File: config.mk
export PLATFORM = sky130hd
export DESIGN_NAME = timer_update_waveform_control
export DESIGN_NICKNAME = d
export VERILOG_FILES = /design/src/timer_pkg.sv /design/src/timer_prescaler.sv /design/src/timer_update_waveform_control.sv
export VERILOG_INCLUDE_DIRS = /design/src
export SDC_FILE = /design/constraint.sdc
export NUM_CORES = 1
export LEC_CHECK = 0
export BUFFER_PORTS_ARGS = -buffer_cell sky130_fd_sc_hd__buf_2
export CORE_ASPECT_RATIO = 0.75
export CORE_UTILIZATION = 65
export DETAILED_ROUTE_END_ITERATION = 7
export PLACE_DENSITY = 0.94
export SLEW_MARGIN = 10
export SYNTH_ARGS = -nofsm -noshare
export SYNTH_HDL_FRONTEND = slang
export SYNTH_SLANG_ARGS = --single-unit
export TNS_END_PERCENT = 50
File: constraint.sdc
create_clock -name clk_sys -period 12.54 [get_ports clk_sys]
set_input_delay 0.627 -clock clk_sys [delete_from_list [all_inputs] [get_ports clk_sys]]
set_output_delay 0.627 -clock clk_sys [all_outputs]
set_load 0.05 [all_outputs]
File: src/timer_cfg.svh
// Register offsets, field positions, reset values and constants.
// Assumes inclusion by the timer package and design files only.
`ifndef TIMER_CFG_SVH
`define TIMER_CFG_SVH

// Register indexes; byte address is four times the index
`define IDX_RUN 6'h00
`define IDX_WAVE 6'h01
`define IDX_FORCE 6'h02
`define IDX_SPLIT 6'h03
`define IDX_CMDCLR 6'h04
`define IDX_CMDSET 6'h05
`define IDX_BVCLR 6'h06
`define IDX_BVSET 6'h07
`define IDX_COUNT 6'h20
`define IDX_PERIOD 6'h26
`define IDX_CMP0 6'h28
`define IDX_PBUF 6'h36
`define IDX_CBUF0 6'h38

// Field positions
`define RUN_EN_BIT 0
`define RUN_SEL_LSB 1
`define WAVE_MODE_LSB 0
`define WAVE_AUTO_LOCK_UPDATE_BIT 3
`define WAVE_EN_LSB 4
`define CMD_DIR_BIT 0
`define CMD_LOCK_UPDATE_FLAG_BIT 1
`define CMD_FIELD_LSB 2

// Reset values
`define RUN_RST 8'h00
`define WAVE_RST 8'h00
`define FORCE_RST 3'h0
`define PERIOD_RST 16'hffff
`define CMP_RST 16'h0000

`endif

File: src/timer_pkg.sv
// Types shared by the timer control block, its checker, the pin model and the bench.
// Assumes timer_cfg.svh holds the numeric constants.
package timer_pkg;

    // Waveform mode select codes; 0x2 and 0x4 are reserved
    typedef enum logic [2:0] {
        WG_NORMAL = 3'h0,
        WG_FREQ = 3'h1,
        WG_RSV2 = 3'h2,
        WG_ONE_SLOPE = 3'h3,
        WG_RSV4 = 3'h4,
        WG_DS_TOP = 3'h5,
        WG_DS_BOTH = 3'h6,
        WG_DS_LOW = 3'h7
    } waveMode_t;

    // Command field codes
    typedef enum logic [1:0] {
        CMD_NONE = 2'h0,
        CMD_UPDATE = 2'h1,
        CMD_RESTART = 2'h2,
        CMD_HARD_RESET = 2'h3
    } timerCmd_t;

    // Bus handshake states, one-hot
    typedef enum logic [1:0] {
        BUS_IDLE = 2'b01,
        BUS_ACK = 2'b10
    } busState_t;

    // Waveform output bundle toward pads and logic unit
    typedef struct packed {
        logic [2:0] pad;
        logic [2:0] padOe;
        logic [2:0] cluLevel;
    } waveOut_t;

endpackage : timer_pkg

File: src/timer_prescaler.sv
// Count clock prescaler: one-cycle tick at the selected division.
// Assumes a synchronous active-low reset from the parent.
`timescale 1ns/1ps
module timer_prescaler (
    input wire logic clk_sys,
    input wire logic rstSync_n,
    input wire logic enable,
    input wire logic [2:0] clkSel,
    output logic tick_r
);
    logic [9:0] divCnt_r; // Free divider while enabled
    logic [9:0] mask; // Low bits that must all be one

    // Division per select code: 1,2,4,8,16,64,256,1024
    always_comb
    begin
        unique case (clkSel)
            3'h0: mask = 10'h000;
            3'h1: mask = 10'h001;
            3'h2: mask = 10'h003;
            3'h3: mask = 10'h007;
            3'h4: mask = 10'h00f;
            3'h5: mask = 10'h03f;
            3'h6: mask = 10'h0ff;
            3'h7: mask = 10'h3ff;
        endcase
    end

    // Divider and tick; idle when disabled so restart is aligned
    always_ff @(posedge clk_sys or negedge rstSync_n)
    begin
        if (!rstSync_n)
        begin
            divCnt_r <= 10'h000;
            tick_r <= 1'b0;
        end
        else if (!enable)
        begin
            divCnt_r <= 10'h000;
            tick_r <= 1'b0;
        end
        else
        begin
            divCnt_r <= divCnt_r + 10'h001;
            tick_r <= ((divCnt_r & mask) == mask);
        end
    end
endmodule : timer_prescaler

File: src/timer_update_waveform_control.sv
// 16-bit timer control: waveform modes, buffered update with auto-lock,
// commands, direction, forced outputs, split mode, set/clear aliases.
// Assumes an Avalon-MM master on clk_sys; pads and logic unit downstream.
//
// The implementer's own choice: the Avalon-MM interface to the registers.
`timescale 1ns/1ps
`include "timer_cfg.svh"

module timer_update_waveform_control (
    input wire logic clk_sys,
    input wire logic reset_n,
    input wire logic [7:0] avsAddress,
    input wire logic avsRead,
    input wire logic avsWrite,
    input wire logic [31:0] avsWriteData,
    input wire logic [3:0] avsByteEnable,
    output logic [31:0] avsReadData,
    output logic avsWaitRequest,
    output timer_pkg::waveOut_t waveOut,
    output logic updatePulse,
    output logic overflowPulse
);
    import timer_pkg::*;

    // Reset release synchroniser
    logic rstMeta_r;
    logic rstSync_n;

    always_ff @(posedge clk_sys or negedge reset_n)
    begin
        if (!reset_n)
        begin
            rstMeta_r <= 1'b0;
            rstSync_n <= 1'b0;
        end
        else
        begin
            rstMeta_r <= 1'b1;
            rstSync_n <= rstMeta_r;
        end
    end

    // Address decode of one aligned word
    function automatic logic regHit(input logic [7:0] addr,
                                    input logic [5:0] idx);
        regHit = (addr[1:0] == 2'b00) && (addr[7:2] == idx);
    endfunction : regHit

    // Byte-lane merge for 16-bit registers
    function automatic logic [15:0] laneMerge(input logic [15:0] old,
                                              input logic [15:0] data,
                                              input logic [1:0] be);
        laneMerge[7:0] = be[0] ? data[7:0] : old[7:0];
        laneMerge[15:8] = be[1] ? data[15:8] : old[15:8];
    endfunction : laneMerge

    // Control registers
    logic [7:0] runCtrl_r; // Enable and clock select
    logic [7:0] waveCfg_r; // Mode, auto-lock, output enables
    logic [2:0] forceVal_r; // Output force value readback
    logic splitMode_r; // split_mode_bit
    logic lockUpdate_r; // lock_update_flag
    logic countDown_r; // Direction: 1 counts down
    logic [3:0] bufValid_r; // {cmp2..0, period} valid flags
    logic [15:0] count_r; // Counter (split: {hi, lo})
    logic [15:0] periodValue_r;
    logic [15:0] periodBuf_r;
    logic [15:0] cmpValue_r [3];
    logic [15:0] cmpBuf_r [3];
    logic [2:0] waveLevel_r; // Waveform generator levels

    // Bus handshake
    busState_t busState_r;
    logic [31:0] readData_r;
    logic busTake; // Request completes this cycle
    logic wrTake;
    logic [15:0] wData;
    logic [1:0] wBe;

    assign busTake = (busState_r == BUS_ACK);
    assign wrTake = busTake && avsWrite;
    assign wData = avsWriteData[15:0];
    assign wBe = avsByteEnable[1:0];
    // Idle bit of the one-hot state is the wait flag, straight from a flop
    assign avsWaitRequest = busState_r[0];
    assign avsReadData = readData_r;

    // Decoded fields
    waveMode_t mode;
    logic timerOn;
    logic autoLock;
    logic [2:0] chanEn;
    logic [1:0] cmdCode;
    logic cmdWrite;
    logic forceUpd;
    logic doRestart;
    logic hardReset;

    assign mode = waveMode_t'(waveCfg_r[`WAVE_MODE_LSB +: 3]);
    assign timerOn = runCtrl_r[`RUN_EN_BIT];
    assign autoLock = waveCfg_r[`WAVE_AUTO_LOCK_UPDATE_BIT];
    assign chanEn = waveCfg_r[`WAVE_EN_LSB +: 3];
    assign cmdCode = wData[`CMD_FIELD_LSB +: 2];
    assign cmdWrite = wrTake && wBe[0] &&
        (regHit(avsAddress, `IDX_CMDCLR) || regHit(avsAddress, `IDX_CMDSET));
    assign forceUpd = cmdWrite && (cmdCode == CMD_UPDATE);
    assign doRestart = cmdWrite && (cmdCode == CMD_RESTART);
    assign hardReset = cmdWrite && (cmdCode == CMD_HARD_RESET) &&
        !timerOn;

    // Count tick from the prescaler
    logic tick;

    timer_prescaler prescaler (
        .clk_sys(clk_sys),
        .rstSync_n(rstSync_n),
        .enable(timerOn),
        .clkSel(runCtrl_r[`RUN_SEL_LSB +: 3]),
        .tick_r(tick)
    );

    // Slope decode and TOP selection
    logic dualSlope;
    logic pwmMode;
    logic [15:0] topVal;
    logic atTop;
    logic atLow;
    logic wrapHit;
    logic updEvent;
    logic ovfEvent;

    assign dualSlope = (mode == WG_DS_TOP) || (mode == WG_DS_BOTH) ||
        (mode == WG_DS_LOW);
    assign pwmMode = dualSlope || (mode == WG_ONE_SLOPE);
    assign topVal = (mode == WG_FREQ) ? cmpValue_r[0] : periodValue_r;
    assign atTop = !countDown_r && (count_r == topVal);
    assign atLow = countDown_r && (count_r == 16'h0000);
    assign wrapHit = atTop || atLow; // Single-slope wrap

    // Update and overflow points per mode; none in split mode
    always_comb
    begin
        updEvent = 1'b0;
        ovfEvent = 1'b0;
        if (tick && timerOn && !splitMode_r)
        begin
            if (dualSlope)
            begin
                updEvent = atLow;
                unique case (mode)
                    WG_DS_TOP: ovfEvent = atTop;
                    WG_DS_BOTH: ovfEvent = atTop || atLow;
                    default: ovfEvent = atLow;
                endcase
            end
            else
            begin
                updEvent = wrapHit;
                ovfEvent = wrapHit;
            end
        end
    end

    // Buffer transfer: unlocked update or forced update
    logic doTransfer;
    logic allValid;

    assign doTransfer = (updEvent && !lockUpdate_r) || forceUpd;
    assign allValid = &(bufValid_r[3:1] | ~chanEn);

    // Bus handshake: one wait cycle, then answer
    always_ff @(posedge clk_sys or negedge rstSync_n)
    begin
        if (!rstSync_n)
            busState_r <= BUS_IDLE;
        else
        begin
            unique case (busState_r)
                BUS_IDLE: if (avsRead || avsWrite) busState_r <= BUS_ACK;
                BUS_ACK: busState_r <= BUS_IDLE;
            endcase
        end
    end

    // Read data, registered in the wait cycle
    always_ff @(posedge clk_sys or negedge rstSync_n)
    begin
        if (!rstSync_n)
            readData_r <= 32'h0000_0000;
        else if (busState_r == BUS_IDLE && avsRead)
        begin
            readData_r <= 32'h0000_0000; // Unmapped reads zero
            if (regHit(avsAddress, `IDX_RUN))
                readData_r[7:0] <= runCtrl_r;
            if (regHit(avsAddress, `IDX_WAVE))
                readData_r[7:0] <= waveCfg_r;
            if (regHit(avsAddress, `IDX_FORCE))
                readData_r[2:0] <= forceVal_r;
            if (regHit(avsAddress, `IDX_SPLIT))
                readData_r[0] <= splitMode_r;
            if (regHit(avsAddress, `IDX_CMDCLR) ||
                regHit(avsAddress, `IDX_CMDSET))
                readData_r[1:0] <= {lockUpdate_r, countDown_r};
            if (regHit(avsAddress, `IDX_BVCLR) ||
                regHit(avsAddress, `IDX_BVSET))
                readData_r[3:0] <= bufValid_r;
            if (regHit(avsAddress, `IDX_COUNT))
                readData_r[15:0] <= count_r;
            if (regHit(avsAddress, `IDX_PERIOD))
                readData_r[15:0] <= periodValue_r;
            if (regHit(avsAddress, `IDX_PBUF))
                readData_r[15:0] <= periodBuf_r;
            for (int n = 0; n < 3; n++)
            begin
                if (regHit(avsAddress, `IDX_CMP0 + 6'(2 * n)))
                    readData_r[15:0] <= cmpValue_r[n];
                if (regHit(avsAddress, `IDX_CBUF0 + 6'(2 * n)))
                    readData_r[15:0] <= cmpBuf_r[n];
            end
        end
    end

    // Plain control registers
    always_ff @(posedge clk_sys or negedge rstSync_n)
    begin
        if (!rstSync_n)
        begin
            runCtrl_r <= `RUN_RST;
            waveCfg_r <= `WAVE_RST;
            forceVal_r <= `FORCE_RST;
            splitMode_r <= 1'b0;
        end
        else if (wrTake && wBe[0])
        begin
            if (regHit(avsAddress, `IDX_RUN))
                runCtrl_r <= wData[7:0] & 8'h0f;
            if (regHit(avsAddress, `IDX_WAVE))
                waveCfg_r <= wData[7:0] & 8'h7f;
            if (regHit(avsAddress, `IDX_FORCE))
                forceVal_r <= wData[2:0];
            if (regHit(avsAddress, `IDX_SPLIT))
                splitMode_r <= wData[0];
        end
    end

    // Lock flag: software aliases first, then auto-lock
    always_ff @(posedge clk_sys or negedge rstSync_n)
    begin
        if (!rstSync_n)
            lockUpdate_r <= 1'b0;
        else if (hardReset)
            lockUpdate_r <= 1'b0;
        else if (wrTake && wBe[0] && regHit(avsAddress, `IDX_CMDSET) &&
                 wData[`CMD_LOCK_UPDATE_FLAG_BIT])
            lockUpdate_r <= 1'b1;
        else if (wrTake && wBe[0] && regHit(avsAddress, `IDX_CMDCLR) &&
                 wData[`CMD_LOCK_UPDATE_FLAG_BIT])
            lockUpdate_r <= 1'b0;
        else if (wrTake && wBe[0] && regHit(avsAddress, `IDX_WAVE) &&
                 wData[`WAVE_AUTO_LOCK_UPDATE_BIT])
            lockUpdate_r <= 1'b1;
        else if (autoLock)
        begin
            if (lockUpdate_r && allValid)
                lockUpdate_r <= 1'b0;
            else if (!lockUpdate_r && updEvent)
                lockUpdate_r <= 1'b1;
        end
    end

    // Buffer valid flags; a buffer write wins over a clear
    always_ff @(posedge clk_sys or negedge rstSync_n)
    begin
        if (!rstSync_n)
            bufValid_r <= 4'h0;
        else if (hardReset)
            bufValid_r <= 4'h0;
        else
        begin
            logic [3:0] setMask;
            logic [3:0] clrMask;
            setMask = 4'h0;
            clrMask = doTransfer ? 4'hf : 4'h0;
            if (wrTake && !splitMode_r)
            begin
                if (regHit(avsAddress, `IDX_PBUF) && (|wBe))
                    setMask[0] = 1'b1;
                for (int n = 0; n < 3; n++)
                    if (regHit(avsAddress, `IDX_CBUF0 + 6'(2 * n)) &&
                        (|wBe))
                        setMask[n + 1] = 1'b1;
            end
            if (wrTake && wBe[0] && regHit(avsAddress, `IDX_BVSET))
                setMask = setMask | wData[3:0];
            if (wrTake && wBe[0] && regHit(avsAddress, `IDX_BVCLR))
                clrMask = clrMask | wData[3:0];
            bufValid_r <= (bufValid_r & ~clrMask) | setMask;
        end
    end

    // Period and compare: buffers, direct writes and transfer
    always_ff @(posedge clk_sys or negedge rstSync_n)
    begin
        if (!rstSync_n)
        begin
            periodValue_r <= `PERIOD_RST;
            periodBuf_r <= `PERIOD_RST;
            for (int n = 0; n < 3; n++)
            begin
                cmpValue_r[n] <= `CMP_RST;
                cmpBuf_r[n] <= `CMP_RST;
            end
        end
        else if (hardReset)
        begin
            // Kept apart from the async branch so reset stays a pure pin
            periodValue_r <= `PERIOD_RST;
            periodBuf_r <= `PERIOD_RST;
            for (int n = 0; n < 3; n++)
            begin
                cmpValue_r[n] <= `CMP_RST;
                cmpBuf_r[n] <= `CMP_RST;
            end
        end
        else
        begin
            if (doTransfer && bufValid_r[0])
                periodValue_r <= periodBuf_r;
            if (wrTake && regHit(avsAddress, `IDX_PERIOD))
                periodValue_r <= laneMerge(periodValue_r, wData, wBe);
            if (wrTake && regHit(avsAddress, `IDX_PBUF))
            begin
                if (splitMode_r) // Split map: no buffering
                    periodValue_r <= laneMerge(periodValue_r, wData, wBe);
                else
                    periodBuf_r <= laneMerge(periodBuf_r, wData, wBe);
            end
            for (int n = 0; n < 3; n++)
            begin
                if (doTransfer && bufValid_r[n + 1])
                    cmpValue_r[n] <= cmpBuf_r[n];
                if (wrTake && regHit(avsAddress, `IDX_CMP0 + 6'(2 * n)))
                    cmpValue_r[n] <= laneMerge(cmpValue_r[n], wData, wBe);
                if (wrTake && regHit(avsAddress, `IDX_CBUF0 + 6'(2 * n)))
                begin
                    if (splitMode_r)
                        cmpValue_r[n] <= laneMerge(cmpValue_r[n], wData,
                                                   wBe);
                    else
                        cmpBuf_r[n] <= laneMerge(cmpBuf_r[n], wData, wBe);
                end
            end
        end
    end

    // Counter and direction
    always_ff @(posedge clk_sys or negedge rstSync_n)
    begin
        if (!rstSync_n)
        begin
            count_r <= 16'h0000;
            countDown_r <= 1'b0;
        end
        else if (hardReset || doRestart)
        begin
            count_r <= 16'h0000;
            countDown_r <= 1'b0;
        end
        else
        begin
            if (tick && timerOn && splitMode_r)
            begin
                // Two 8-bit down counters, each reloading its period byte
                count_r[7:0] <= (count_r[7:0] == 8'h00) ?
                    periodValue_r[7:0] : count_r[7:0] - 8'h01;
                count_r[15:8] <= (count_r[15:8] == 8'h00) ?
                    periodValue_r[15:8] : count_r[15:8] - 8'h01;
            end
            else if (tick && timerOn)
            begin
                if (!countDown_r)
                begin
                    if (!atTop)
                        count_r <= count_r + 16'h0001;
                    else if (dualSlope)
                    begin
                        count_r <= count_r - 16'h0001;
                        countDown_r <= 1'b1;
                    end
                    else
                        count_r <= 16'h0000;
                end
                else
                begin
                    if (!atLow)
                        count_r <= count_r - 16'h0001;
                    else if (dualSlope)
                    begin
                        count_r <= count_r + 16'h0001;
                        countDown_r <= 1'b0;
                    end
                    else
                        count_r <= topVal;
                end
            end
            if (wrTake && regHit(avsAddress, `IDX_COUNT))
                count_r <= laneMerge(count_r, wData, wBe);
            // Software direction writes win over the slope turn
            if (wrTake && wBe[0] && regHit(avsAddress, `IDX_CMDSET) &&
                wData[`CMD_DIR_BIT])
                countDown_r <= 1'b1;
            else if (wrTake && wBe[0] && regHit(avsAddress, `IDX_CMDCLR) &&
                     wData[`CMD_DIR_BIT])
                countDown_r <= 1'b0;
        end
    end

    // Waveform generator levels
    always_ff @(posedge clk_sys or negedge rstSync_n)
    begin
        if (!rstSync_n)
            waveLevel_r <= 3'h0;
        else if (!timerOn)
        begin
            // Stopped: force writes drive levels directly
            if (wrTake && wBe[0] && regHit(avsAddress, `IDX_FORCE))
                waveLevel_r <= wData[2:0];
        end
        else if (splitMode_r)
        begin
            for (int n = 0; n < 3; n++)
                waveLevel_r[n] <= count_r[7:0] < cmpValue_r[n][7:0];
        end
        else if (mode == WG_FREQ)
        begin
            if (tick && wrapHit)
                waveLevel_r[0] <= !waveLevel_r[0];
        end
        else if (pwmMode)
        begin
            for (int n = 0; n < 3; n++)
                waveLevel_r[n] <= count_r < cmpValue_r[n];
        end
        // Normal and reserved modes hold levels: no waveform
    end

    // Registered outputs: pads gated by enables, logic unit ungated
    always_ff @(posedge clk_sys or negedge rstSync_n)
    begin
        if (!rstSync_n)
        begin
            waveOut <= '0;
            updatePulse <= 1'b0;
            overflowPulse <= 1'b0;
        end
        else
        begin
            waveOut.pad <= waveLevel_r & chanEn;
            waveOut.padOe <= chanEn;
            waveOut.cluLevel <= waveLevel_r;
            updatePulse <= updEvent || forceUpd;
            overflowPulse <= ovfEvent;
        end
    end
endmodule : timer_update_waveform_control

# Word level (Yosys, flattened, before mapping)
# Memories as Yosys holds them, arrays and structs flattened.
# Index checks and enable logic that the tools add are counted.
[word_totals]
regBits = 210
romBits = 80
in_bits = 48
output_inout_bits = 44
wordCells = 312
memories = 1
[mem_list]
columns = ["memory", "words", "word_bits", "read_ports", "rd_clocked_by_memory_dff", "write_ports", "line_no", "source"]
rows = [
  ["(no name shown)", 8, 10, 1, 0, 0, "timer_prescaler.sv:17", "unique case (clkSel)"],
]
[classes]
n_addsub = 5
n_lt_le_gt_ge = 6
eq_ne = 37
mux = 107
bitwise = 9
n_reduce_logical = 113
[op_table]
columns = ["cell", "count"]
rows = [
  ["two-way mux 16 bit", 42],
  ["two-way mux 8 bit", 13],
  ["two-way mux 48 bit", 2],
  ["logical AND 1 bit", 62],
  ["equality test 6 bit, second input constant", 9],
  ["< comparator 16 bit", 3],
  ["two-way mux 4 bit", 10],
  ["AND reduction 3 bit", 11],
  ["two-way mux 1 bit", 29],
  ["equality test 6 x 3 -> 1 bit, second input constant", 4],
  ["< comparator 8 bit", 3],
  ["adder 16 x 1 -> 16 bit, second input constant", 1],
  ["equality test 16 bit", 1],
  ["logical NOT 16 bit", 1],
  ["logical NOT 8 bit", 2],
  ["AND reduction 2 bit", 8],
  ["subtractor 16 x 1 -> 16 bit, second input constant", 1],
  ["subtractor 8 x 1 -> 8 bit, second input constant", 2],
  ["two-way mux 3 bit", 5],
  ["nonzero test 2 bit", 7],
  ["equality test 6 x 2 -> 1 bit, second input constant", 2],
  ["bitwise OR 4 bit", 3],
  ["adder 10 x 1 -> 10 bit, second input constant", 1],
  ["AND 10 bit", 1],
  ["31 further kinds", 54],
]

# Logic depth before layout (Yosys ltp)
# Gate-level depths: netlist of run 1.
[logic_depth]
word_depth = 17
ltp_mapped = 14
depth_no_buf = 11

# Hierarchy
# Synthesis of run 1 repeated with hierarchy kept, for this count alone.
[hier_totals]
cells_unflattened = 1724
hier_area_um2 = 14627.8
[modules_own_cells]
columns = ["module", "n_inst", "cells_per_inst", "area_each_um2", "seq_area_each_um2"]
rows = [
  ["timer_update_waveform_control", 1, 1674, 14086.0, 5021.1],
  ["timer_prescaler", 1, 50, 541.8, 275.3],
]

# Worst setup path after synthesis of run 1
# No wires, ideal clock.
[synth_timing]
path_type = "in2reg"
startpoint = "input avsAddress[6]"
endpoint = "register cmpValue_r[2] in the netlist's numbering"
setup_time_ps = 126
t_arrival_ps = 3154
required_time_ps = 12414
setup_slack_ps = 9260
cell_stages = 9
n_path_buf = 3
cell_sequence = "clkbuf_1 > or4b_2 > clkbuf_1 > nor4_1 > a21oi_1 > nor2_1 > clkbuf_1 > o211ai_1 > o311a_1"
[synth_between]
elab_chain_cells = 12
word_cells_on_any_way = 22
cone_classes = "eq/ne (4); mux (5); reduce/logical (13)"
[synth_lines]
columns = ["element", "line_no", "source"]
rows = [
  ["start: declaration", "timer_update_waveform_control.sv:12", "input wire logic [7:0] avsAddress,"],
  ["equality test 6 x 3 -> 1 bit", "timer_update_waveform_control.sv:46", "regHit = (addr[1:0] == 2'b00) && (addr[7:2] == idx);"],
  ["logical AND 1 bit", "timer_update_waveform_control.sv:46", ""],
  ["logical OR 1 bit", "timer_update_waveform_control.sv:105", "(regHit(avsAddress, `IDX_CMDCLR) || regHit(avsAddress, `IDX_CMDSET));"],
  ["logical AND 1 bit", "timer_update_waveform_control.sv:104", "assign cmdWrite = wrTake && wBe[0] &&"],
  ["logical AND 1 bit", "timer_update_waveform_control.sv:106", "assign forceUpd = cmdWrite && (cmdCode == CMD_UPDATE);"],
  ["logical OR 1 bit", "timer_update_waveform_control.sv:168", "assign doTransfer = (updEvent && !lockUpdate_r) || forceUpd;"],
  ["logical AND 1 bit", "timer_update_waveform_control.sv:340", "if (doTransfer && bufValid_r[n + 1])"],
  ["two-way mux 16 bit", "timer_update_waveform_control.sv:340", ""],
  ["two-way mux 16 bit", "timer_update_waveform_control.sv:342", "if (wrTake && regHit(avsAddress, `IDX_CMP0 + 6'(2 * n)))"],
  ["two-way mux 16 bit", "timer_update_waveform_control.sv:346", "if (splitMode_r)"],
  ["two-way mux 16 bit", "timer_update_waveform_control.sv:344", "if (wrTake && regHit(avsAddress, `IDX_CBUF0 + 6'(2 * n)))"],
  ["two-way mux 48 bit *", "timer_update_waveform_control.sv:314", "else if (hardReset)"],
  ["end signal: indexed assignment", "timer_update_waveform_control.sv:341", "cmpValue_r[n] <= cmpBuf_r[n];"],
  ["end signal: indexed assignment", "timer_update_waveform_control.sv:343", "cmpValue_r[n] <= laneMerge(cmpValue_r[n], wData, wBe);"],
  ["end signal: indexed assignment", "timer_update_waveform_control.sv:347", "cmpValue_r[n] <= laneMerge(cmpValue_r[n], wData,"],
  ["end: declaration", "timer_update_waveform_control.sv:68", "logic [15:0] cmpValue_r [3];"],
]
# Every way passes the cells marked *; elsewhere a longest branch is shown, timed or not.
# A chain may end at the register's enable or synchronous reset.

# Worst setup path in the final report of run 1
[layout_timing]
startpoint = "register waveCfg_r[1]"
endpoint = "register cmpValue_r[31] in the netlist's numbering"
[layout_between]
elab_chain_cells = 15
word_cells_on_any_way = 20
cone_classes = "eq/ne (5); mux (8); reduce/logical (7)"
[layout_lines]
columns = ["element", "line_no", "source"]
rows = [
  ["start: declaration", "timer_update_waveform_control.sv:59", "logic [7:0] waveCfg_r;"],
  ["start signal: assignment", "timer_update_waveform_control.sv:229", "waveCfg_r <= `WAVE_RST;"],
  ["start signal: assignment", "timer_update_waveform_control.sv:238", "waveCfg_r <= wData[7:0] & 8'h7f;"],
  ["equality test 3 x 1 -> 1 bit", "timer_update_waveform_control.sv:135", "assign topVal = (mode == WG_FREQ) ? cmpValue_r[0] : periodValue_r;"],
  ["two-way mux 16 bit", "timer_update_waveform_control.sv:135", ""],
  ["equality test 16 bit", "timer_update_waveform_control.sv:136", "assign atTop = !countDown_r && (count_r == topVal);"],
  ["logical AND 1 bit", "timer_update_waveform_control.sv:136", ""],
  ["logical OR 1 bit", "timer_update_waveform_control.sv:138", "assign wrapHit = atTop || atLow;"],
  ["two-way mux 1 bit *", "timer_update_waveform_control.sv:147", "if (dualSlope)"],
  ["two-way mux 1 bit *", "timer_update_waveform_control.sv:145", "if (tick && timerOn && !splitMode_r)"],
  ["logical AND 1 bit *", "timer_update_waveform_control.sv:168", ""],
  ["logical OR 1 bit *", "timer_update_waveform_control.sv:168", ""],
  ["logical AND 1 bit *", "timer_update_waveform_control.sv:340", ""],
  ["two-way mux 16 bit *", "timer_update_waveform_control.sv:340", ""],
  ["two-way mux 16 bit *", "timer_update_waveform_control.sv:342", ""],
  ["two-way mux 16 bit", "timer_update_waveform_control.sv:346", ""],
  ["two-way mux 16 bit *", "timer_update_waveform_control.sv:344", ""],
  ["two-way mux 48 bit *", "timer_update_waveform_control.sv:314", ""],
]
# Marked as above.

==> metrics.md, run 1 <==
| Metric | Value |
|---|---|
| Outcome | finished, final reports clean |
| Die area | approximately 23000 µm² |
| Tot Pwr | between 1.5 and 2 mW |
| TritonCTS buffer count | 23 |
| Final clock skew | about 0.024 ns |
| Die width | between 150 and 200 µm |
| Most common cell in the netlist | nand2_1 |
| Combined global-route utilization of all metal layers | between 40 and 50% |
| Internal power | between 1 and 1.5 mW |
| Crit path from | waveCfg_r[1]$_DFFE_PN0P_ |
| Max FO, Critical Path | between 90 and 100 |
| Max-slew headroom | a little under a fifth |
| Min-Delay Path Class | register to register |
| Final setup violation count | 0 |
| Latest clock arrival within the worst-skew pair | roughly 0.54 ns |
| Layout area overhead | 7.79% |
| Number of buffers added on ports | between 50 and 60 |
| Logic pwr share | 15.0% |
| Die Y-Extent | 131 µm |
| Slew of the pin with the lowest slew margin | 1.22 ns |
| Most area-hungry cell type in the Yosys netlist | dfrtp_1 |
| Synth Instances | around 1700 |
| Sw Ratio | between 30% and 40% |
| CTS max path bufs | 3 |
| Ratio of cells with drive above 1 in the final layout | about an eighth |
| Startpoint of the worst-slack reg-to-reg timing path | waveCfg_r[1]$_DFFE_PN0P_ |
| Global-route wire length before repair | around 80 mm |
| Number of flops mapped to enable cells by yosys | 0 |
| Post-DR vias/cell | 7.36 |
| IR Drop Worst-Case VDD | approximately 110 µV |
| Antenna viol nets, final | 0 |
| Clock tree root driver cell | clkbuf_16 |
| Total gr overflow | 0 |
| Setup bufs post-CTS | 0 |
| Final-layout fill cell count | roughly 1700 |
| Total Nets Final | 1799 |
| Number of resized instances in the post-cts repair step | 0 |
| Required time worst endpoint | 12.94 ns |
| Critical path capture point type | register |
| Number of top-level pins | slightly above 90 |
| Initial Util | 67.4% |
| Vias in the first global route | 13900 |
| HPWL after detailed placement | around 35 mm |
| Mean routed wirelength per cell | around 25 µm |
| Area of the mapped netlist | 14500 µm² |
| Proportion of power drawn by the clock network | roughly 40% |
| Average instance area after synthesis | 8.44 µm² |
| Leak Pwr | between 6 and 7 nW |
| Clock slew at the register clock pins of the worst setup and hold paths | approximately 0.06 ns |
| Pin count of the biggest net entering global routing | 150 |
| Startpoint type of the worst setup path | register |
| Number of synthesis warnings | 0 |
| Number of detailed-route iterations in the first pass | 6 |
| Setup TNS Final | 0 ns |
| CTS tree | yes |
| Count of H-tree levels built during CTS | 1 |
| Max_cap viols | 0 |
| Drc violations | 0 |
| Hold-fix buffer count after cts | 1 |
| Standard-cell rows | 46 |
| Power density normalized to cell area | between 100 and 150 nW/µm² |
| Final hold violation count | 0 |
| Cells taking the most area after synthesis | dfrtp_1 (31%), dfstp_2 (6.0%), a21oi_1 (5.2%), nand2_1 (5.2%), ha_1 (4.5%) |
| Library cells used by synthesis | 82 |
| Number of slew-limit violations in the final report | 0 |
| Data arrival, critical path | around 4.9 ns |
| Worst setup path category | register to register |
| Final worst-path cycle share | between 30% and 40% |
| Async set or reset register ratio after synthesis | 100% |
| Upper clock frequency limit | ~220 MHz |
| Core area | about 22000 µm² |
| Vias post-DR | between 10000 and 15000 |
| RSZ-0062 raised after global routing | false |
| Sequential area share after synthesis | 36.5% |
| Synth top area share | 30.5% |
| Inserted Diodes | 0 |
| Primary flip-flop cell chosen by synthesis mapping | dfrtp_1 |
| Sw power | approximately 0.54 mW |
| Antenna violations before repair | 1 |
| Aggregate routed wire length | around 51 mm |
| Placer Congestion | a little over 1 |
| Sequential group share of total power | 44.0% |
| Register bit total from synthesis | 210 |
| Startpoint of the worst hold path | rstMeta_r$_DFF_PN0_ |
| Leading cell types by count after synthesis | nand2_1 (200), dfrtp_1 (177), a21oi_1 (150) |
| Iteration-0 DRC count of the detailed router | 2605 |
| Total number of clock tree sinks | 210 |
| Post-route minimum period | around 4.5 ns |
==> area by class of cell <==
cell class | instances | area [µm²] | share of cell area, %
flip-flops and latches | 210 | 5300 | 33.9
clock inverters | 11 | 141 | 0.905
multi-input cells | 1305 | 8360 | 53.5
repair buffers | 93 | 571 | 3.65
well taps | 288 | 360 | 2.31
inverters | 66 | 248 | 1.59
clock buffers | 31 | 646 | 4.13
==> power groups by stage <==
stage | Clock [mW] | Combinational [mW] | Sequential [mW]
after detailed placement | 0 | 0.256 | 0.787
after CTS | 0.725 | 0.258 | 0.775
after global placement | 0 | 0.249 | 0.785
final | 0.724 | 0.266 | 0.779
after global routing | 0.750 | 0.285 | 0.782
after floorplan | 0 | 0.164 | 0.794
==> registers in the layout (all words and copies together), names as in the netlist, 3 cells and up <==
register / count
avsReadData: 16
periodValue_r: 16
waveOut: 9
count_r: 16
periodBuf_r: 16
waveCfg_r: 7
runCtrl_r: 4
forceVal_r: 3
prescaler.divCnt_r: 10
waveLevel_r: 3
cmpBuf_r: 48
cmpValue_r: 48
bufValid_r: 4
==> path summary, 6_finish.rpt <==
path / to / slack, ns / cells after the start
max in group asynchronous: cmpBuf_r[30]$_DFFE_PN0P_ / 10.77 / 1
hold reg to reg: rstSync_n$_DFF_PN0_ / 0.36 / 0
hold / removal: rstSync_n$_DFF_PN0_ / 0.36 / 0
min in group asynchronous: rstSync_n$_DFF_PN0_ / 0.41 / 2
setup / recovery: cmpValue_r[31]$_DFF_PN0_ / 8.01 / 10
setup reg to reg: cmpValue_r[31]$_DFF_PN0_ / 8.01 / 10
==> worst max-delay path, cell delays in order, from the launching register on <==
cell and delay [ns]:
dfrtp_1 0.53, or3b_1 0.65, nor3_1 0.10, nor4_1 0.45, nand4_1 0.15, or2_0 0.47
o31a_1 0.43, o31ai_4 0.18, buf_4 0.77, a21oi_1 0.19, o311a_1 0.39
==> routing by layer <==
metal	wire length, µm	global-route usage, %	up-vias
met1	19500	61.7	6941
met5	13	0	-
met2	21600	65.8	1272
li1	-	-	6302
met4	2430	18.2	2
met3	7440	11.7	242
==> cells in the final DEF, fill, tap and decap left out, types with 16 or more instances in the layout <==
cell type,n
a21o_1,18
a21oi_1,150
a221oi_1,16
a22oi_1,39
a31oi_1,17
and2_1,18
and3_1,56
buf_2,57
buf_4,34
clkbuf_16,23
conb_1,17
dfrtp_1,176
dfstp_2,33
ha_1,52
inv_1,65
mux2_2,38
mux2i_1,21
nand2_1,200
nand2b_1,31
nand3_1,54
nor2_1,104
nor3_1,31
o2111ai_1,22
o211ai_1,46
o21ai_0,106
o311a_1,39
xnor2_1,17
xor2_1,16
==> cell families after synthesis <==
| family | after synthesis | synth area share (%) |
|---|---|---|
| AOI/OAI and AO/OA | 565 | 26.5 |
| xor gates and xnor gates | 33 | 1.99 |
| adders and majority gates | 53 | 4.56 |
| buffers and inverters | 218 | 6.39 |
| DFF | 210 | 36.5 |
| muxes | 61 | 4.71 |
| other | 2 | 0.0518 |
| and+or+nand+nor | 576 | 19.3 |
==> through the flow <==
step	setup WS [ns]	cell area [µm²]	hold slack (ns)	util, %	instances
4_1_cts	8.22	15600	0.362	72.6	2004
3_5_place_dp	8.22	14800	0.346	68.9	1961
2_1_floorplan	6.31	14600	0.331	-	1733
5_1_grt	7.81	15600	0.373	72.6	2004
3_3_place_gp	8.25	14800	0.340	68.9	1961
6_report	8.01	15600	0.359	72.6	2004
No activity file was read; power rests on OpenSTA's default activity.
==> run 2: changes to the inputs <==
Settings changed: ABC_AREA set to 1, CORE_UTILIZATION 65 to 62, PLACE_DENSITY 0.94 to 0.9.
Clock period 12.54 ns to 4.3 ns, I/O delays scaled along.
==> run 2 against run 1 <==
Net effect:
- routed wire length down 2.9%
- fmax grew 31%
- area after synthesis increased by 1.7%
- flip-flop and latch count stayed put
- final area rose by 2.5%
- sequential power grew to 3.1 times the previous value
- combinational power grew to 5.8 times the previous value
- utilization down 3.5 points
- sequential share of layout area fell by 0.81 points
- final cell count increased by 25%
- critical endpoint is now cmpValue_r[32]$_DFF_PN0_
- largest power group unchanged
==> metrics.md, run 2 <==
| Metric | Value |
|---|---|
| Antenna viol nets, final | 0 (unchanged) |
| CTS tree | yes |
| HPWL after detailed placement | 36.3 mm (+4.3%) |
| Final setup violation count | 0 (unchanged) |
| Clock slew at the register clock pins of the worst setup and hold paths | 0.07 ns (about the same) |
| Register bit total from synthesis | 210 (unchanged) |
| Hold slack final | 0.0180 ns (-0.341 ns) |
| Die Y-Extent | 136 µm (+3.2%) |
| Vias in the first global route | 14500 (+4.3%) |
| Number of flops mapped to enable cells by yosys | 0 (unchanged) |
| Power density normalized to cell area | 368 nW/µm² (+220%) |
| Max FO, Critical Path | 30 (-69%) |
| Iteration-0 DRC count of the detailed router | 2178 (-16%) |
| Latest clock arrival within the worst-skew pair | 0.54 ns (about the same) |
| Number of top-level pins | 92 (unchanged) |
| Final clock skew | 0.0152 ns (-0.00841 ns) |
| Clock tree root driver cell | clkbuf_16 |
| Number of resized instances in the post-cts repair step | 0 (unchanged) |
| Number of placed instances with taps included | 2466 (+26%) |
| TritonCTS buffer count | 22 (-4.3%) |
| Area of the mapped netlist | 14700 µm² (+1.7%) |
| Worst slack, placed | 1.04 ns (-7.18 ns) |
| Die width | 180 µm (+3.2%) |
| Final hold violation count | 0 (unchanged) |
| Global-route wire length before repair | 77.9 mm (-2.1%) |
| CTS max path bufs | 3 (unchanged) |
| Most area-hungry cell type in the Yosys netlist | dfrtp_1 |
| Instance area after placement | 15300 µm² (+2.8%) |
| Final setup slack of the worst path | 0.844 ns (-7.17 ns) |
| Final worst-path cycle share | 80.4% (+44 points) |
| Min-Delay Path Class | primary input to register |
| Antenna violations before repair | 0 (-1) |
| Drc violations | 0 (unchanged) |
| Vias post-DR | 15700 (+6.5%) |
| Layout area overhead | 8.57% |
| Cells taking the most area after synthesis | dfrtp_1 (30%), nand2_1 (15%), nand3_1 (7.1%), a21oi_1 (6.4%), inv_1 (6.3%) |
| Largest registers | cmpBuf_r x48, cmpValue_r x48 |
| Outcome | finished, final reports clean |
| Synth Instances | 2163 (+26%) |
| Pin count of the biggest net entering global routing | 67 (-55%) |
| Critical path capture point type | register |
| Upper clock frequency limit | 289 MHz (+31%) |
| Startpoint type of the worst setup path | register |
| Async set or reset register ratio after synthesis | 100% (unchanged) |
| Count of H-tree levels built during CTS | 1 (unchanged) |
| Post-route minimum period | 3.46 ns (-1.07 ns) |
| Data arrival, critical path | 3.94 ns (-0.99 ns) |
| Primary flip-flop cell chosen by synthesis mapping | dfrtp_1 |
| Number of synthesis warnings | 0 (unchanged) |
| Slew of the pin with the lowest slew margin | 1.21 ns (-0.00871 ns) |
| Max_cap viols | 0 (unchanged) |
| Leak Pwr | 8.17 nW (+18%) |
| Layout Utilization | 69.1% (-3.5 points) |
| Post-DR vias/cell | 6.27 (-15%) |
| Library cells used by synthesis | 48 (-41%) |
| Core area | 23200 µm² (+7.7%) |
| Number of buffers added on ports | 57 (unchanged) |
| Synth top area share | 30.0% (-0.52 points) |
| Inserted Diodes | 0 (unchanged) |
| Tot Pwr | 5.89 mW (+230%) |
| Total number of clock tree sinks | 210 (unchanged) |
| Leading cell types by count after synthesis | nand2_1 (572), inv_1 (248), nand3_1 (208) |
| RSZ-0062 raised after global routing | false |
| Worst setup path category | register to register |
| Sequential area share after synthesis | 35.9% (-0.62 points) |
| Ratio of cells with drive above 1 in the final layout | 9.33% (-3.7 points) |
| Total gr overflow | 0 (unchanged) |
| Initial Util | 63.6% (-3.7 points) |
| Average instance area after synthesis | 6.82 µm² (-19%) |
| Final-layout fill cell count | 1971 (+17%) |
| Standard-cell rows | 48 (+4.3%) |
| Number of slew-limit violations in the final report | 0 (unchanged) |
| Most common cell in the netlist | nand2_1 |
| Required time worst endpoint | 4.78 ns (-8.16 ns) |
| Setup TNS Final | 0 ns (unchanged) |
| Combined global-route utilization of all metal layers | 40.5% (-3.9 points) |
| Design area | 16000 µm² (+2.5%) |
| Die area | 24400 µm² (+6.6%) |
| Non-filler instance count after layout | 2509 (+25%) |
| Placer Congestion | 1.01 (+0.72%) |
| Number of detailed-route iterations in the first pass | 6 (unchanged) |
| Max-slew headroom | 19.4% (+0.76 points) |
| Total Nets Final | 2294 (+28%) |
| Commonest non-fill, non-tap cell in the layout | nand2_1 |
| Aggregate routed wire length | 49.6 mm (-2.9%) |
| Most frequent cells in the layout | nand2_1 (572), inv_1 (248), nand3_1 (208) |
| Mean routed wirelength per cell | 19.8 µm (-22%) |
| IR Drop Worst-Case VDD | 295 µV (+160%) |
==> run 2: logic make-up (layout without fill, tap and decap cells) <==
logic type / after synthesis / after routing / synth area share, %
XOR/XNOR: 28 / 28 / 1.66
adder cells (fa/ha/maj): 52 / 52 / 4.41
AO/OA/AOI/OAI: 473 / 473 / 17.7
AND/OR/NAND/NOR: 1025 / 1025 / 29.7
other: 2 / 17 / 0.0509
buffers and inverters: 373 / 404 / 10.5
flip-flops: 210 / 210 / 35.9
==> run 2: where the power goes <==
part	switching (mW)	internal, mW	total, mW
registers	0.213	2.16	2.38
clock network	0.846	1.12	1.97
logic	1.04	0.501	1.54
==> run 2: repair_timing <==
action                                 CTS  global route
endpoints found under the hold margin    3             0
buffers inserted                         0             0
hold buffers                             4             0
==> run 2: cell type report <==
cell class	instances	area [µm²]	share of cell area (%)
inverter	263	987	6.17
tap	300	375	2.34
clock buffer	32	618	3.86
multi-input combinational	1595	7960	49.7
sequential	210	5300	33.1
clock inverter	7	101	0.633
timing repair buffer	102	671	4.19
==> run 2: worst max-delay path: stages (launching register included) <==
cell,delay (ns)
dfrtp_1,0.33
buf_4,0.25
nand2_2,0.40
nand2_1,0.21
nand2_1,0.12
nand2_1,0.07
nand2_1,0.09
nor2_1,0.17
nand2_1,0.08
nor2_2,0.16
nand4_2,0.18
nand2_2,0.15
nand3_2,0.11
nand2_4,0.28
buf_4,0.39
nand3_1,0.15
nand3_1,0.14
nand2_1,0.05
inv_1,0.06
==> run 2: worst paths after layout <==
check | to | slack (ns) | start | cells past startpoint
max | cmpValue_r[32]$_DFF_PN0_ | 0.84 | waveCfg_r[0]$_DFFE_PN0P_ | 18
min | countDown_r$_DFFE_PN0P_ | 0.02 | avsAddress[2] | 3
max reg2reg | cmpValue_r[32]$_DFF_PN0_ | 0.84 | waveCfg_r[0]$_DFFE_PN0P_ | 18
min reg2reg | rstSync_n$_DFF_PN0_ | 0.36 | rstMeta_r$_DFF_PN0_ | 0
max in group asynchronous | periodValue_r[11]$_DFF_PN1_ | 2.90 | rstSync_n$_DFF_PN0_ | 1
min in group asynchronous | prescaler.divCnt_r[7]$_DFF_PN0_ | 0.43 | rstSync_n$_DFF_PN0_ | 0
==> run 2: metal layers <==
metal | track usage, % | up-vias | share of wire (%)
met2 | 61.0 | 1168 | 42
met4 | 17.5 | 0 | 4.3
li1 | - | 7173 | -
met3 | 9.22 | 195 | 14
met1 | 56.2 | 7189 | 40
met5 | 0 | - | 0
